### config.mk
export PLATFORM = sky130hd
export DESIGN_NAME = osdreg_regs
export DESIGN_NICKNAME = d
export VERILOG_FILES = /design/src/hdl/osdreg_pkg.sv /design/src/hdl/osdreg_regs.sv
export SDC_FILE = /design/constraint.sdc
export NUM_CORES = 1
export LEC_CHECK = 0
export ABC_CLOCK_PERIOD_IN_PS = 5200
export BUFFER_PORTS_ARGS = -buffer_cell sky130_fd_sc_hd__buf_2
export CAP_MARGIN = 40
export CORE_MARGIN = 4
export CORE_UTILIZATION = 65
export CTS_BUF_LIST = sky130_fd_sc_hd__clkbuf_8
export DETAILED_ROUTE_END_ITERATION = 12
export PLACE_DENSITY = 0.87
export SYNTH_ARGS = -nofsm -noshare
export SYNTH_HDL_FRONTEND = slang
export SYNTH_SLANG_ARGS = --single-unit
### constraint.sdc
create_clock -name clk_i -period 5.2 [get_ports clk_i]
set_clock_uncertainty 0.1 [all_clocks]
set_input_delay 1.04 -clock clk_i [delete_from_list [all_inputs] [get_ports clk_i]]
set_output_delay 1.04 -clock clk_i [all_outputs]
set_load 0.02 [all_outputs]
### src/hdl/osdreg_pkg.sv
// Functional notes
// (RULE_01) Mix select codes: video, full text, mixed screen colour, mixed video.
// (RULE_02) Mesh bit meshes all background colours of displayed text.
// (RULE_03) Sync invert bits flip incoming vertical or horizontal sync before use.
// (RULE_04) Display starts a programmed number of lines after vertical sync.
// (RULE_05) Text shifted horizontally in quarter-character steps.
// (RULE_06) Text area bounded by start and end fields, end in whole characters.
// (RULE_07) Fringe colour is a colour lookup table entry address.
// (RULE_08) Fringe drawn only on sides whose direction bit is set.
// (RULE_09) Roll enable turns on soft-roll area with its bounds and offsets.
// (RULE_10) Busy status reads one when memory access could disturb picture.
// (RULE_11) Field status reads one in even field, zero in odd field.
// (RULE_12) Flash backdrop bit shows background only; writable, readable in status.
// (RULE_13) Horizontal sync reference delayed in full character widths.
// (RULE_14) Vertical sync reference delayed in units of eight display clocks.
// (RULE_15) Closed-caption select runs caption mode instead of teletext mode.
// (RULE_16) Skew code zero holds switch output at video level, never active.
// (RULE_17) Skew codes one, two, four: switch early, coincident, late by one pixel.
// (RULE_18) Switch polarity zero: RGB high, video low; one reverses levels.
// (RULE_19) Four-bit level field sets RGB high level, lowest to highest.
// (RULE_20) Sixteen registers at consecutive external data addresses.
// (RULE_21) Busy axis select one follows horizontal, zero vertical activity.
// (RULE_22) Screen colour field picks colour outside the text area.
package osdreg_pkg;

   // -------------------------------------------------------------
   // Address map
   // -------------------------------------------------------------
   localparam logic [15:0] REG_BASE   = 16'h87f0;
   localparam int          NUM_REGS   = 16;
   localparam logic [3:0]  IDX_DISP   = 4'h0;
   localparam logic [3:0]  IDX_VPOS   = 4'h1;
   localparam logic [3:0]  IDX_ASTART = 4'h2;
   localparam logic [3:0]  IDX_FRINGE = 4'h3;
   localparam logic [3:0]  IDX_AEND   = 4'h4;
   localparam logic [3:0]  IDX_RAREA  = 4'h5;
   localparam logic [3:0]  IDX_RRANGE = 4'h6;
   localparam logic [3:0]  IDX_LEVEL  = 4'h7;
   localparam logic [3:0]  IDX_STATUS = 4'h8;
   localparam logic [3:0]  IDX_HSD    = 4'hc;
   localparam logic [3:0]  IDX_VSD    = 4'hd;
   localparam logic [3:0]  IDX_RTOP   = 4'he;
   localparam logic [3:0]  IDX_CONFIG = 4'hf;
   localparam logic [7:0]  REG_RESET  = 8'h00;

   // Writable bits per register; reserved bits and registers stay zero
   localparam logic [7:0] WR_MASK [NUM_REGS] = '{
      8'hf7, 8'hff, 8'hff, 8'hff, 8'h3f, 8'hff, 8'hff, 8'h8f,
      8'h3f, 8'h00, 8'h00, 8'h00, 8'h7f, 8'h7f, 8'h0f, 8'hf8};

   // -------------------------------------------------------------
   // Timing
   // -------------------------------------------------------------
   localparam int         CLK_HZ        = 50_000_000;
   localparam int         PIX_HZ        = 12_000_000;
   localparam int         PIX_DIV       = CLK_HZ / PIX_HZ;
   localparam logic [1:0] PIX_DIV_LAST  = 2'(PIX_DIV - 1);
   localparam int         VSYNC_UNIT    = 8;
   localparam logic [2:0] SKEW_OFF      = 3'h0;
   localparam logic [2:0] SKEW_EARLY    = 3'h1;
   localparam logic [2:0] SKEW_SYNC     = 3'h2;
   localparam logic [2:0] SKEW_LATE     = 3'h4;

   // -------------------------------------------------------------
   // Types
   // -------------------------------------------------------------
   typedef enum logic [1:0] {
      MIX_VIDEO      = 2'h0,
      MIX_FULL_TEXT  = 2'h1,
      MIX_SCREEN     = 2'h2,
      MIX_OVER_VIDEO = 2'h3
   } osdreg_mix_t;

   typedef struct packed {
      logic [15:0] addr;
      logic        wr;
      logic        rd;
      logic [7:0]  wdata;
   } osdreg_xreq_t;

   typedef struct packed {
      osdreg_mix_t screen_mix_select;
      logic [3:0]  screen_colour;
      logic        background_mesh;
      logic [5:0]  vertical_start_offset;
      logic [1:0]  fine_horizontal_offset;
      logic [5:0]  text_area_start;
      logic [5:0]  text_area_end;
      logic [3:0]  fringe_colour;
      logic [3:0]  fringe_nesw;
      logic        roll_enable;
      logic [3:0]  soft_roll_height;
      logic [3:0]  soft_roll_position;
      logic [3:0]  roll_start_row;
      logic [3:0]  roll_stop_row;
      logic [3:0]  leading_row_index;
      logic [3:0]  roll_top_line;
      logic        flash_region_backdrop;
      logic [3:0]  rgb_level;
      logic        closed_caption_select;
   } osdreg_cfg_t;

endpackage

### src/hdl/osdreg_regs.sv
`timescale 1ns/1ps
`default_nettype none
module osdreg_regs #(
   parameter int CHAR_PIX = 12
) (
   // Clock and reset
   input  wire logic                     clk_i,
   input  wire logic                     rstn_i,
   // External data space access
   input  wire osdreg_pkg::osdreg_xreq_t xreq_i,
   output logic [7:0]                    xrdata_o,
   // Display timing from the raster logic
   input  wire logic                     hsync_i,
   input  wire logic                     vsync_i,
   input  wire logic                     field_even_i,
   input  wire logic                     h_active_i,
   input  wire logic                     v_active_i,
   input  wire logic                     rgb_active_i,
   input  wire logic [5:0]               char_col_i,
   // Configuration and derived timing
   output osdreg_pkg::osdreg_cfg_t       cfg_o,
   output logic                          pix_en_o,
   output logic                          hsync_ref_o,
   output logic                          vsync_ref_o,
   output logic                          vstart_o,
   output logic                          text_area_o,
   output logic                          rgb_en_o,
   output logic                          vds_o
);

   // -------------------------------------------------------------
   // Register file
   // -------------------------------------------------------------
   logic [7:0] regs_q [osdreg_pkg::NUM_REGS];
   logic [7:0] xrdata_q;

   wire        hit_w = (xreq_i.addr[15:4] == osdreg_pkg::REG_BASE[15:4]);
   wire  [3:0] idx_w = xreq_i.addr[3:0];
   wire        wr_w  = xreq_i.wr & hit_w;
   wire        rd_w  = xreq_i.rd & hit_w;

   wire        busy_axis_select = regs_q[osdreg_pkg::IDX_CONFIG][3];
   // Busy follows the chosen scan axis
   wire        busy_w = busy_axis_select ? h_active_i : v_active_i; // RULE_21
   wire  [7:0] status_w = {busy_w, field_even_i,                   // RULE_10 RULE_11
                           regs_q[osdreg_pkg::IDX_STATUS][5:0]};     // RULE_12
   wire  [7:0] rd_mux_w = (idx_w == osdreg_pkg::IDX_STATUS) ? status_w : regs_q[idx_w];

   always_ff @(posedge clk_i) begin
      if (!rstn_i) begin
         for (int i = 0; i < osdreg_pkg::NUM_REGS; i++) begin
            regs_q[i] <= osdreg_pkg::REG_RESET;
         end
      end else if (wr_w) begin
         regs_q[idx_w] <= xreq_i.wdata & osdreg_pkg::WR_MASK[idx_w]; // RULE_20
      end
   end

   // Reads outside the window answer zero so a shared bus sees no junk
   always_ff @(posedge clk_i) begin
      if (!rstn_i) begin
         xrdata_q <= 8'h00;
      end else if (xreq_i.rd) begin
         xrdata_q <= rd_w ? rd_mux_w : 8'h00; // RULE_20
      end
   end

   assign xrdata_o = xrdata_q;

   // -------------------------------------------------------------
   // Field views
   // -------------------------------------------------------------
   wire [7:0] r_disp  = regs_q[osdreg_pkg::IDX_DISP];
   wire [7:0] r_vpos  = regs_q[osdreg_pkg::IDX_VPOS];
   wire [7:0] r_ast   = regs_q[osdreg_pkg::IDX_ASTART];
   wire [7:0] r_fr    = regs_q[osdreg_pkg::IDX_FRINGE];
   wire [7:0] r_aend  = regs_q[osdreg_pkg::IDX_AEND];
   wire [7:0] r_rarea = regs_q[osdreg_pkg::IDX_RAREA];
   wire [7:0] r_rrng  = regs_q[osdreg_pkg::IDX_RRANGE];
   wire [7:0] r_lvl   = regs_q[osdreg_pkg::IDX_LEVEL];
   wire [7:0] r_stat  = regs_q[osdreg_pkg::IDX_STATUS];
   wire [7:0] r_hsd   = regs_q[osdreg_pkg::IDX_HSD];
   wire [7:0] r_vsd   = regs_q[osdreg_pkg::IDX_VSD];
   wire [7:0] r_rtop  = regs_q[osdreg_pkg::IDX_RTOP];
   wire [7:0] r_cfg   = regs_q[osdreg_pkg::IDX_CONFIG];

   wire       switch_polarity = r_lvl[7];
   wire [2:0] switch_skew     = r_cfg[6:4];
   wire       roll_enable     = r_stat[5];

   osdreg_pkg::osdreg_cfg_t cfg_d;
   osdreg_pkg::osdreg_cfg_t cfg_q;

   always_comb begin
      cfg_d                        = '0;
      cfg_d.screen_mix_select      = osdreg_pkg::osdreg_mix_t'(r_disp[1:0]); // RULE_01
      cfg_d.screen_colour          = r_disp[7:4];                           // RULE_22
      cfg_d.background_mesh        = r_disp[2];                             // RULE_02
      cfg_d.vertical_start_offset  = r_vpos[5:0];                           // RULE_04
      cfg_d.fine_horizontal_offset = r_ast[7:6];                            // RULE_05
      cfg_d.text_area_start        = r_ast[5:0];                            // RULE_06
      cfg_d.text_area_end          = r_aend[5:0];                           // RULE_06
      cfg_d.fringe_colour          = r_fr[7:4];                             // RULE_07
      cfg_d.fringe_nesw            = r_fr[3:0];                             // RULE_08
      cfg_d.roll_enable            = roll_enable;                           // RULE_09
      // Roll geometry except roll_top_line is masked while rolling is off so no stale area shows
      cfg_d.soft_roll_height       = roll_enable ? r_rarea[7:4] : 4'h0;     // RULE_09
      cfg_d.soft_roll_position     = roll_enable ? r_rarea[3:0] : 4'h0;     // RULE_09
      cfg_d.roll_stop_row          = roll_enable ? r_rrng[7:4] : 4'h0;      // RULE_09
      cfg_d.roll_start_row         = roll_enable ? r_rrng[3:0] : 4'h0;      // RULE_09
      cfg_d.leading_row_index      = roll_enable ? r_stat[3:0] : 4'h0;      // RULE_09
      cfg_d.roll_top_line          = r_rtop[3:0];
      cfg_d.flash_region_backdrop  = r_stat[4];                             // RULE_12
      cfg_d.rgb_level              = r_lvl[3:0];                            // RULE_19
      cfg_d.closed_caption_select  = r_cfg[7];                              // RULE_15
   end

   always_ff @(posedge clk_i) begin
      if (!rstn_i) begin
         cfg_q <= '0;
      end else begin
         cfg_q <= cfg_d;
      end
   end

   assign cfg_o = cfg_q;

   // -------------------------------------------------------------
   // Pixel rate enable
   // -------------------------------------------------------------
   // Integer divide of the system clock; exact line lock lives outside
   logic [1:0] pix_cnt_q;
   logic       pix_en_q;

   always_ff @(posedge clk_i) begin
      if (!rstn_i) begin
         pix_cnt_q <= 2'h0;
         pix_en_q  <= 1'b0;
      end else begin
         pix_en_q  <= (pix_cnt_q == osdreg_pkg::PIX_DIV_LAST);
         pix_cnt_q <= (pix_cnt_q == osdreg_pkg::PIX_DIV_LAST) ? 2'h0 : pix_cnt_q + 2'h1;
      end
   end

   assign pix_en_o = pix_en_q;

   // -------------------------------------------------------------
   // Sync polarity and delay, channel 0 horizontal, 1 vertical
   // -------------------------------------------------------------
   wire [1:0]  sync_in_w  = {vsync_i, hsync_i};
   wire [1:0]  sync_inv_w = {r_vpos[7], r_vpos[6]};
   wire [10:0] sync_load_w [2];
   wire [1:0]  sync_edge_w;
   wire [1:0]  sync_ref_w;

   assign sync_load_w[0] = 11'(int'(r_hsd[6:0]) * CHAR_PIX);               // RULE_13
   assign sync_load_w[1] = 11'(int'(r_vsd[6:0]) * osdreg_pkg::VSYNC_UNIT); // RULE_14

   for (genvar g = 0; g < 2; g++) begin : g_sync
      logic        prev_q;
      logic        pend_q;
      logic        ref_q;
      logic [10:0] cnt_q;
      wire         lvl_w = sync_in_w[g] ^ sync_inv_w[g]; // RULE_03

      assign sync_edge_w[g] = lvl_w & ~prev_q;
      assign sync_ref_w[g]  = ref_q;

      // A new edge restarts the delay; the older one is dropped
      always_ff @(posedge clk_i) begin
         if (!rstn_i) begin
            prev_q <= 1'b0;
            pend_q <= 1'b0;
            ref_q  <= 1'b0;
            cnt_q  <= 11'h000;
         end else begin
            prev_q <= lvl_w;
            ref_q  <= 1'b0;
            if (sync_edge_w[g]) begin
               cnt_q  <= sync_load_w[g];
               pend_q <= 1'b1;
            end else if (pix_en_q && pend_q) begin
               if (cnt_q == 11'h000) begin
                  ref_q  <= 1'b1;
                  pend_q <= 1'b0;
               end else begin
                  cnt_q <= cnt_q - 11'h001;
               end
            end
         end
      end
   end

   assign hsync_ref_o = sync_ref_w[0];
   assign vsync_ref_o = sync_ref_w[1];

   // -------------------------------------------------------------
   // Vertical start and text area
   // -------------------------------------------------------------
   logic [5:0] line_cnt_q;
   logic       vstart_q;
   logic       text_area_q;

   always_ff @(posedge clk_i) begin
      if (!rstn_i) begin
         line_cnt_q <= 6'h00;
         vstart_q   <= 1'b0;
      end else if (sync_ref_w[1]) begin
         line_cnt_q <= 6'h00;
         vstart_q   <= 1'b0;
      end else if (sync_ref_w[0]) begin
         if (line_cnt_q == r_vpos[5:0]) begin
            vstart_q <= 1'b1; // RULE_04
         end
         if (line_cnt_q != 6'h3f) begin
            line_cnt_q <= line_cnt_q + 6'h01;
         end
      end
   end

   always_ff @(posedge clk_i) begin
      if (!rstn_i) begin
         text_area_q <= 1'b0;
      end else begin
         text_area_q <= (char_col_i >= r_ast[5:0]) && (char_col_i <= r_aend[5:0]); // RULE_06
      end
   end

   assign vstart_o    = vstart_q;
   assign text_area_o = text_area_q;

   // -------------------------------------------------------------
   // Video/data switch alignment
   // -------------------------------------------------------------
   // RGB leaves from the middle tap so the switch can lead or lag it
   logic [2:0] pix_pipe_q;
   logic       rgb_en_q;
   logic       vds_q;
   logic       vds_act_w;

   always_comb begin
      case (switch_skew)
         osdreg_pkg::SKEW_EARLY: vds_act_w = pix_pipe_q[0]; // RULE_17
         osdreg_pkg::SKEW_SYNC:  vds_act_w = pix_pipe_q[1]; // RULE_17
         osdreg_pkg::SKEW_LATE:  vds_act_w = pix_pipe_q[2]; // RULE_17
         default:                vds_act_w = 1'b0;          // RULE_16
      endcase
   end

   always_ff @(posedge clk_i) begin
      if (!rstn_i) begin
         pix_pipe_q <= 3'h0;
         rgb_en_q   <= 1'b0;
         vds_q      <= 1'b0;
      end else begin
         if (pix_en_q) begin
            pix_pipe_q <= {pix_pipe_q[1:0], rgb_active_i};
         end
         rgb_en_q <= pix_pipe_q[1];
         vds_q    <= vds_act_w ^ switch_polarity; // RULE_18
      end
   end

   assign rgb_en_o = rgb_en_q;
   assign vds_o    = vds_q;
endmodule
`default_nettype wire

==> flow_summary.yaml, run 1 <==
clock_tree:
  postCtsHoldBufs: 0
  post-cts-setup-buffers: 0
  cts_tree: "built"
  post_cts_resized: 0
  htree_levels: 2
  clk_latency_ps: 550
  numCtsBuffers: 40
  clk_pin_slew_ps: 60
  clock_sinks: 246
  clockBufferDepth: 3
  root_buffer: "clkbuf_8"
sta:
  rsz0062_at_grt: "no"
  finalCritPeriodShare_pct: 63.1
  finalSetupViolCount: 0
  fmax_mhz: 305
  fin_crit_ps: 3280
  relSlewSlack_pct: 35.5
  fin_setup_tns_ps: 0
  hold_slack_ps: 336
  tightest_slew_ps: 966
  drv_slew: 0
  hold_violations: 0
placed_design:
  place_congestion: 1.05
  io_buffer_count: 120
  dpl.hpwl_microns: 19400
synth:
  synthesis.area_sq_um: 10500
  synth_ff_type: "edfxtp_1"
  synth_cells: 941
  ys_types: 62
  synth-edff-count: 128
  ys_async_sr_fraction_pct: 0
  ys_seq_area_share_pct: 59.0
  yosysWarnings: 0
  yosys_register_bits: 246
  avgSynthCellArea_sq_um: 11.2
routing:
  drc: 0
  drtIter0Drc: 1006
  final_antenna_net_count: 0
  wl_per_cell_microns: 21.0
  drtPass1Iterations: 5
  viasPerCell: 6.10
  wl_microns: 27800
  vias: 8066
critical_path:
  r2r_end: "g_sync[0].cnt_q[9]$_SDFFE_PN0P_"
  r2r_cells: 8
  crit_fanout: 22
  worst_setup_path_start_kind: "primary input"
  crit_type: "primary input to register"
  crit_required_ps: 5310
  reg2reg_from: "regs_q[12][1]$_SDFFCE_PN0P_"
  reg2reg_slack_ps: 3060
  cp-end-kind: "register"
  crit_arrival_ps: 3390
hold_path:
  worstHoldStart: "pix_cnt_q[0]$_SDFF_PP0_"
  hp-class: "register to register"
  holdPathEnd: "pix_cnt_q[0]$_SDFF_PP0_"
  holdPathStages: 1
floorplan:
  die_w_microns: 135
  io_pins: 121
  core.rowCount: 46
  fp.dieH_microns: 135
  start_util_pct: 66.2
  fp.dieArea_sq_um: 18300
  coreArea_sq_um: 15900
final_layout:
  syn_to_final_growth_pct: 15.3
  fin_nets: 1145
  final_layout_size_suffix_gt1_share_pct: 19.8
pwr:
  vdd_drop_max_uv: 291
  p_per_area_nw_per_um2: 357
  leakagePower_nw: 4.96
global_routing:
  grtUsageTotal_pct: 30.3
  antenna_found_initial: 0
  grt_max_degree: 74
  grt_pass1_vias: 7593
  grt-ovfl-total: 0
  grt_pass1_wl_microns: 42400
job:
  drv_cap: 0
run_status:
  status: "finished clean"
## sequential cells by signal, summed over array words and instances (netlist names)
| name | flops |
|---|---|
| line_cnt_q | 6 |
| rgb_en_o | 1 |
| text_area_o | 1 |
| pix_pipe_q | 3 |
| cfg_o | 66 |
| vstart_o | 1 |
| pix_cnt_q | 2 |
| pix_en_o | 1 |
| regs_q | 128 |
| hsync_ref_o | 1 |
| g_sync.pend_q | 2 |
| g_sync.prev_q | 2 |
| vds_o | 1 |
| xrdata_o | 8 |
| vsync_ref_o | 1 |
| g_sync.cnt_q | 22 |
## final cells by class
class                      count  area, sq um
antenna                        1         2.50
clock buffer                  51          702
clock inverter                23          128
fill                        1053         3760
inverter                      28          105
multi-input combinational    631         4060
sequential                   246         6210
tap                          216          270
timing repair buffer         127          653
## report_power, final
group	leakage, nW	switching, mW	total (mW)	internal, mW
Combinational	2.30	0.271	0.425	0.154
Sequential	2.19	0.0678	2.21	2.14
Clock	0.472	0.763	1.70	0.935
Total	4.96	1.10	4.33	3.23
## how the worst max path moves through the flow
stage	end	from	cells past startpoint
CTS	regs_q[8][0]$_SDFFCE_PN0P_	xreq_i[11]	7
finish	regs_q[8][0]$_SDFFCE_PN0P_	xreq_i[11]	7
global route	regs_q[8][0]$_SDFFCE_PN0P_	xreq_i[11]	7
global placement	regs_q[8][6]$_SDFFCE_PN0P_	xreq_i[11]	7
floorplan	regs_q[8][0]$_SDFFCE_PN0P_	xreq_i[11]	12
detailed placement	regs_q[8][7]$_SDFFCE_PN0P_	xreq_i[11]	7
## critical path, stage by stage
cell and delay, ps:
buf_2 260, inv_1 220, ha_1 380, nand3b_1 550, nor2_1 230, nand4_1 300, nand2_1 410
## Yosys cell counts, drive strengths merged, types with 5 or more instances
cell     count  area share [%]
nor2       174             6.2
edfxtp     128              37
dfxtp      118              22
nand2       46             1.6
and2        41             2.4
clkbuf      37             1.3
ha          30             3.6
mux2i       30             2.9
inv         27            0.96
and3        23             1.4
a211oi      22             1.6
nand3       21             1.0
xnor2       20             1.7
a21oi       19            0.90
mux2        19             2.0
o22ai       16            0.95
o21ai       15            0.71
nor2b       14            0.83
nor3        13            0.62
buf         11            0.49
xor2        11            0.92
a2111oi      7            0.59
a211o        7            0.58
nor4         7            0.56
a22o         6            0.50
mux4         6             1.3
nand2b       6            0.36
nand4        6            0.36
nor4b        6            0.50
or3          6            0.36
or4          6            0.46
o211ai       5            0.36
## routing by layer
layer  routed length [microns]  GRT usage [%]
met1                     10800           42.9
met2                     12800           47.0
met3                      3360           7.13
met4                       895           9.29
met5                         0              0
## placed cells by master, fill, tap and decap left out, types with 19 or more instances in the layout
master	synthesis	layout
a211oi_1	21	21
a21oi_1	19	19
and2_1	41	41
and3_1	23	23
buf_2	8	120
clkbuf_8	0	51
dfxtp_1	118	118
edfxtp_1	128	128
ha_1	30	30
inv_1	27	39
mux2_2	19	19
mux2i_1	30	30
nand2_1	46	46
nand3_1	21	21
nor2_1	174	174
xnor2_1	20	20
## stage by stage
stage / util (%) / instances / total power, mW / cell area, sq um / worst slack [ps]
2_1_floorplan: - / 953 / 2.50 / 10600 / 1560
5_1_grt: 76.3 / 1322 / 4.47 / 12100 / 1750
3_5_place_dp: 71.1 / 1248 / 2.66 / 11300 / 1510
4_1_cts: 76.3 / 1322 / 4.33 / 12100 / 2040
3_3_place_gp: 71.1 / 1248 / 2.64 / 11300 / 1640
6_report: 76.3 / 1323 / 4.33 / 12100 / 1920
## cells by family (layout without fill, tap and decap cells)
logic type	Yosys count	in the layout	share of synthesized area, %
fa+ha+maj	31	31	3.76
compound gates	120	120	7.93
mux	55	55	6.17
buf+inv	76	229	2.81
flops	246	246	59.0
xor+xnor	31	31	2.58
other cells	1	14	0.0357
simple gates	381	381	17.7
(Power assumes the default switching activity.)
==> run 2: changes to the inputs <==
Settings changed: ABC_CLOCK_PERIOD_IN_PS 5200 to 2800, CORE_UTILIZATION 65 to 55, PLACE_DENSITY 0.87 to 0.79.
Clock period 5.2 ns to 2.8 ns, I/O delays scaled along.
==> run 2 against run 1 <==
Effect of this change: worst setup slack worse by 1300 ps; critical path depth down 2; via count down 0.79%; routed wire length down 2.1%; non-clock buffer count up 36; clock power up 110%; count of clock-buffer cells in the layout down 1; first-iteration DRC count down 17%; critical path type is now register to register; largest power group unchanged.
==> flow_summary.yaml, run 2 (synthesis gave the netlist of run 1 again) <==
clock_tree:
  clock_sinks: 246
  clk_pin_slew_ps: 60
  clockBufferDepth: 3
  root_buffer: "clkbuf_8"
  numCtsBuffers: 40
  post-cts-setup-buffers: 0
  cts_tree: "built"
  htree_levels: 2
  postCtsHoldBufs: 0
  post_cts_resized: 0
  clk_latency_ps: 540
placed_design:
  dpl.hpwl_microns: 19000
  io_buffer_count: 120
  dp.cells: 1302
  placed_cell_area_sq_um: 11600
  place_congestion: 0.943
final_layout:
  antenna_cells_inserted: 0
  final_common_cell: "nor2_1"
  regMostFlops: "regs_q"
  largest_reg_flops: 128
  fin_cells: 1376
  fin_nets: 1181
  mostFrequentLayoutCells: "nor2_1, edfxtp_1, buf_2"
  design_area_sq_um: 12500
  syn_to_final_growth_pct: 19.1
  fillers: 1402
  final_layout_size_suffix_gt1_share_pct: 22.8
sta:
  fin_setup_tns_ps: 0
  tightest_slew_ps: 674
  relSlewSlack_pct: 55.1
  fmax_mhz: 465
  finalSetupViolCount: 0
  finalCritPeriodShare_pct: 76.8
  drv_slew: 0
  hold_violations: 0
  rsz0062_at_grt: "no"
  fin_crit_ps: 2150
routing:
  drc: 0
  drtIter0Drc: 830
  viasPerCell: 5.82
  vias: 8002
  drtPass1Iterations: 6
  final_antenna_net_count: 0
  wl_microns: 27200
  wl_per_cell_microns: 19.8
job:
  drv_cap: 0
global_routing:
  grt_pass1_wl_microns: 42300
  antenna_found_initial: 0
  grtUsageTotal_pct: 25.0
  grt_pass1_vias: 7707
  grt-ovfl-total: 0
  grt_max_degree: 70
critical_path:
  crit_required_ps: 3100
  reg2reg_from: "pix_en_o$_SDFF_PN0_"
  cpMaxStageDelayCell: "dfxtp_1"
  cp-end-kind: "register"
  r2r_end: "g_sync[0].cnt_q[10]$_SDFFE_PN0P_"
  critPathTopFamily: "simple AND/OR/NAND/NOR gates"
  path_cells: "nand2_1 -> or3_1 -> or4_1 -> nand4_1 -> o211ai_1"
  max_stage_delay_ps: 620
  crit_fanout: 10
  crit_type: "register to register"
  reg2reg_slack_ps: 650
  crit_arrival_ps: 2450
  worst_setup_path_start_kind: "register"
  r2r_cells: 5
  cp_num_buf_inv: 0
hold_path:
  hp-class: "primary input to register"
  worstHoldStart: "rgb_active_i"
  holdPathEnd: "pix_pipe_q[0]$_SDFFE_PN0P_"
  holdPathStages: 3
pwr:
  vdd_drop_max_uv: 363
  total_power_mw: 8.41
  leakagePower_nw: 5.16
  p_per_area_nw_per_um2: 671
floorplan:
  io_pins: 121
  die_w_microns: 146
  coreArea_sq_um: 18800
  fp.dieH_microns: 146
  core.rowCount: 50
  start_util_pct: 56.0
  fp.dieArea_sq_um: 21400
run_status:
  status: "finished clean"
## run 2: changes by cell type in the layout (fill, tap and decap cells not counted), moves of 2 or more
cell / change
buf_4: +35
bufinv_16: +4
clkinv_1: +2
inv_1: -6
## run 2: through the flow
step,hold WS (ps),util (%),worst slack (ps)
after global routing,184,66.8,530
after detailed placement,327,61.8,167
after global placement,315,61.8,194
after floorplan,307,-,16.7
after CTS,166,66.8,645
final,170,66.8,649
## run 2: how the worst max path moves through the flow
stage | end | slack, ps | depth (start not counted) | from
after floorplan | regs_q[8][0]$_SDFFCE_PN0P_ | 20 | 12 | xreq_i[11]
after global placement | regs_q[12][0]$_SDFFCE_PN0P_ | 190 | 6 | xreq_i[23]
after detailed placement | regs_q[13][5]$_SDFFCE_PN0P_ | 170 | 6 | xreq_i[23]
after CTS | g_sync[0].cnt_q[10]$_SDFFE_PN0P_ | 650 | 5 | pix_en_o$_SDFF_PN0_
after global routing | g_sync[0].cnt_q[10]$_SDFFE_PN0P_ | 530 | 5 | pix_en_o$_SDFF_PN0_
final | g_sync[0].cnt_q[10]$_SDFFE_PN0P_ | 650 | 5 | pix_en_o$_SDFF_PN0_
## run 2: report_power, final
group / switching [mW] / internal, mW
clock network: 1.43 / 2.08
registers: 0.122 / 3.98
logic: 0.498 / 0.300
## run 2: layout make-up
| class | count | area [sq um] | share of cell area (%) |
|---|---|---|---|
| Clock buffer | 50 | 688 | 5.49 |
| Clock inverter | 24 | 238 | 1.90 |
| Inverter | 28 | 105 | 0.839 |
| Multi-Input combinational cell | 631 | 4060 | 32.4 |
| Sequential cell | 246 | 6210 | 49.5 |
| Tap cell | 234 | 293 | 2.34 |
| Timing Repair Buffer | 163 | 936 | 7.47 |
## run 2: layer usage
metal	vias to the layer above	part of all wire, %	GRT usage, %
met5	-	0	0
met4	0	2.9	8.70
met3	71	12	6.11
met2	489	45	38.8
met1	3754	41	34.7
li1	3688	-	-
## run 2: worst min-delay path, delay by kind of cell
| kind | cells | cell delay (ps) |
|---|---|---|
| multiplexers | 1 | 60 |
| AND/OR/NAND/NOR | 1 | 80 |
| buffers and inverters | 1 | 70 |
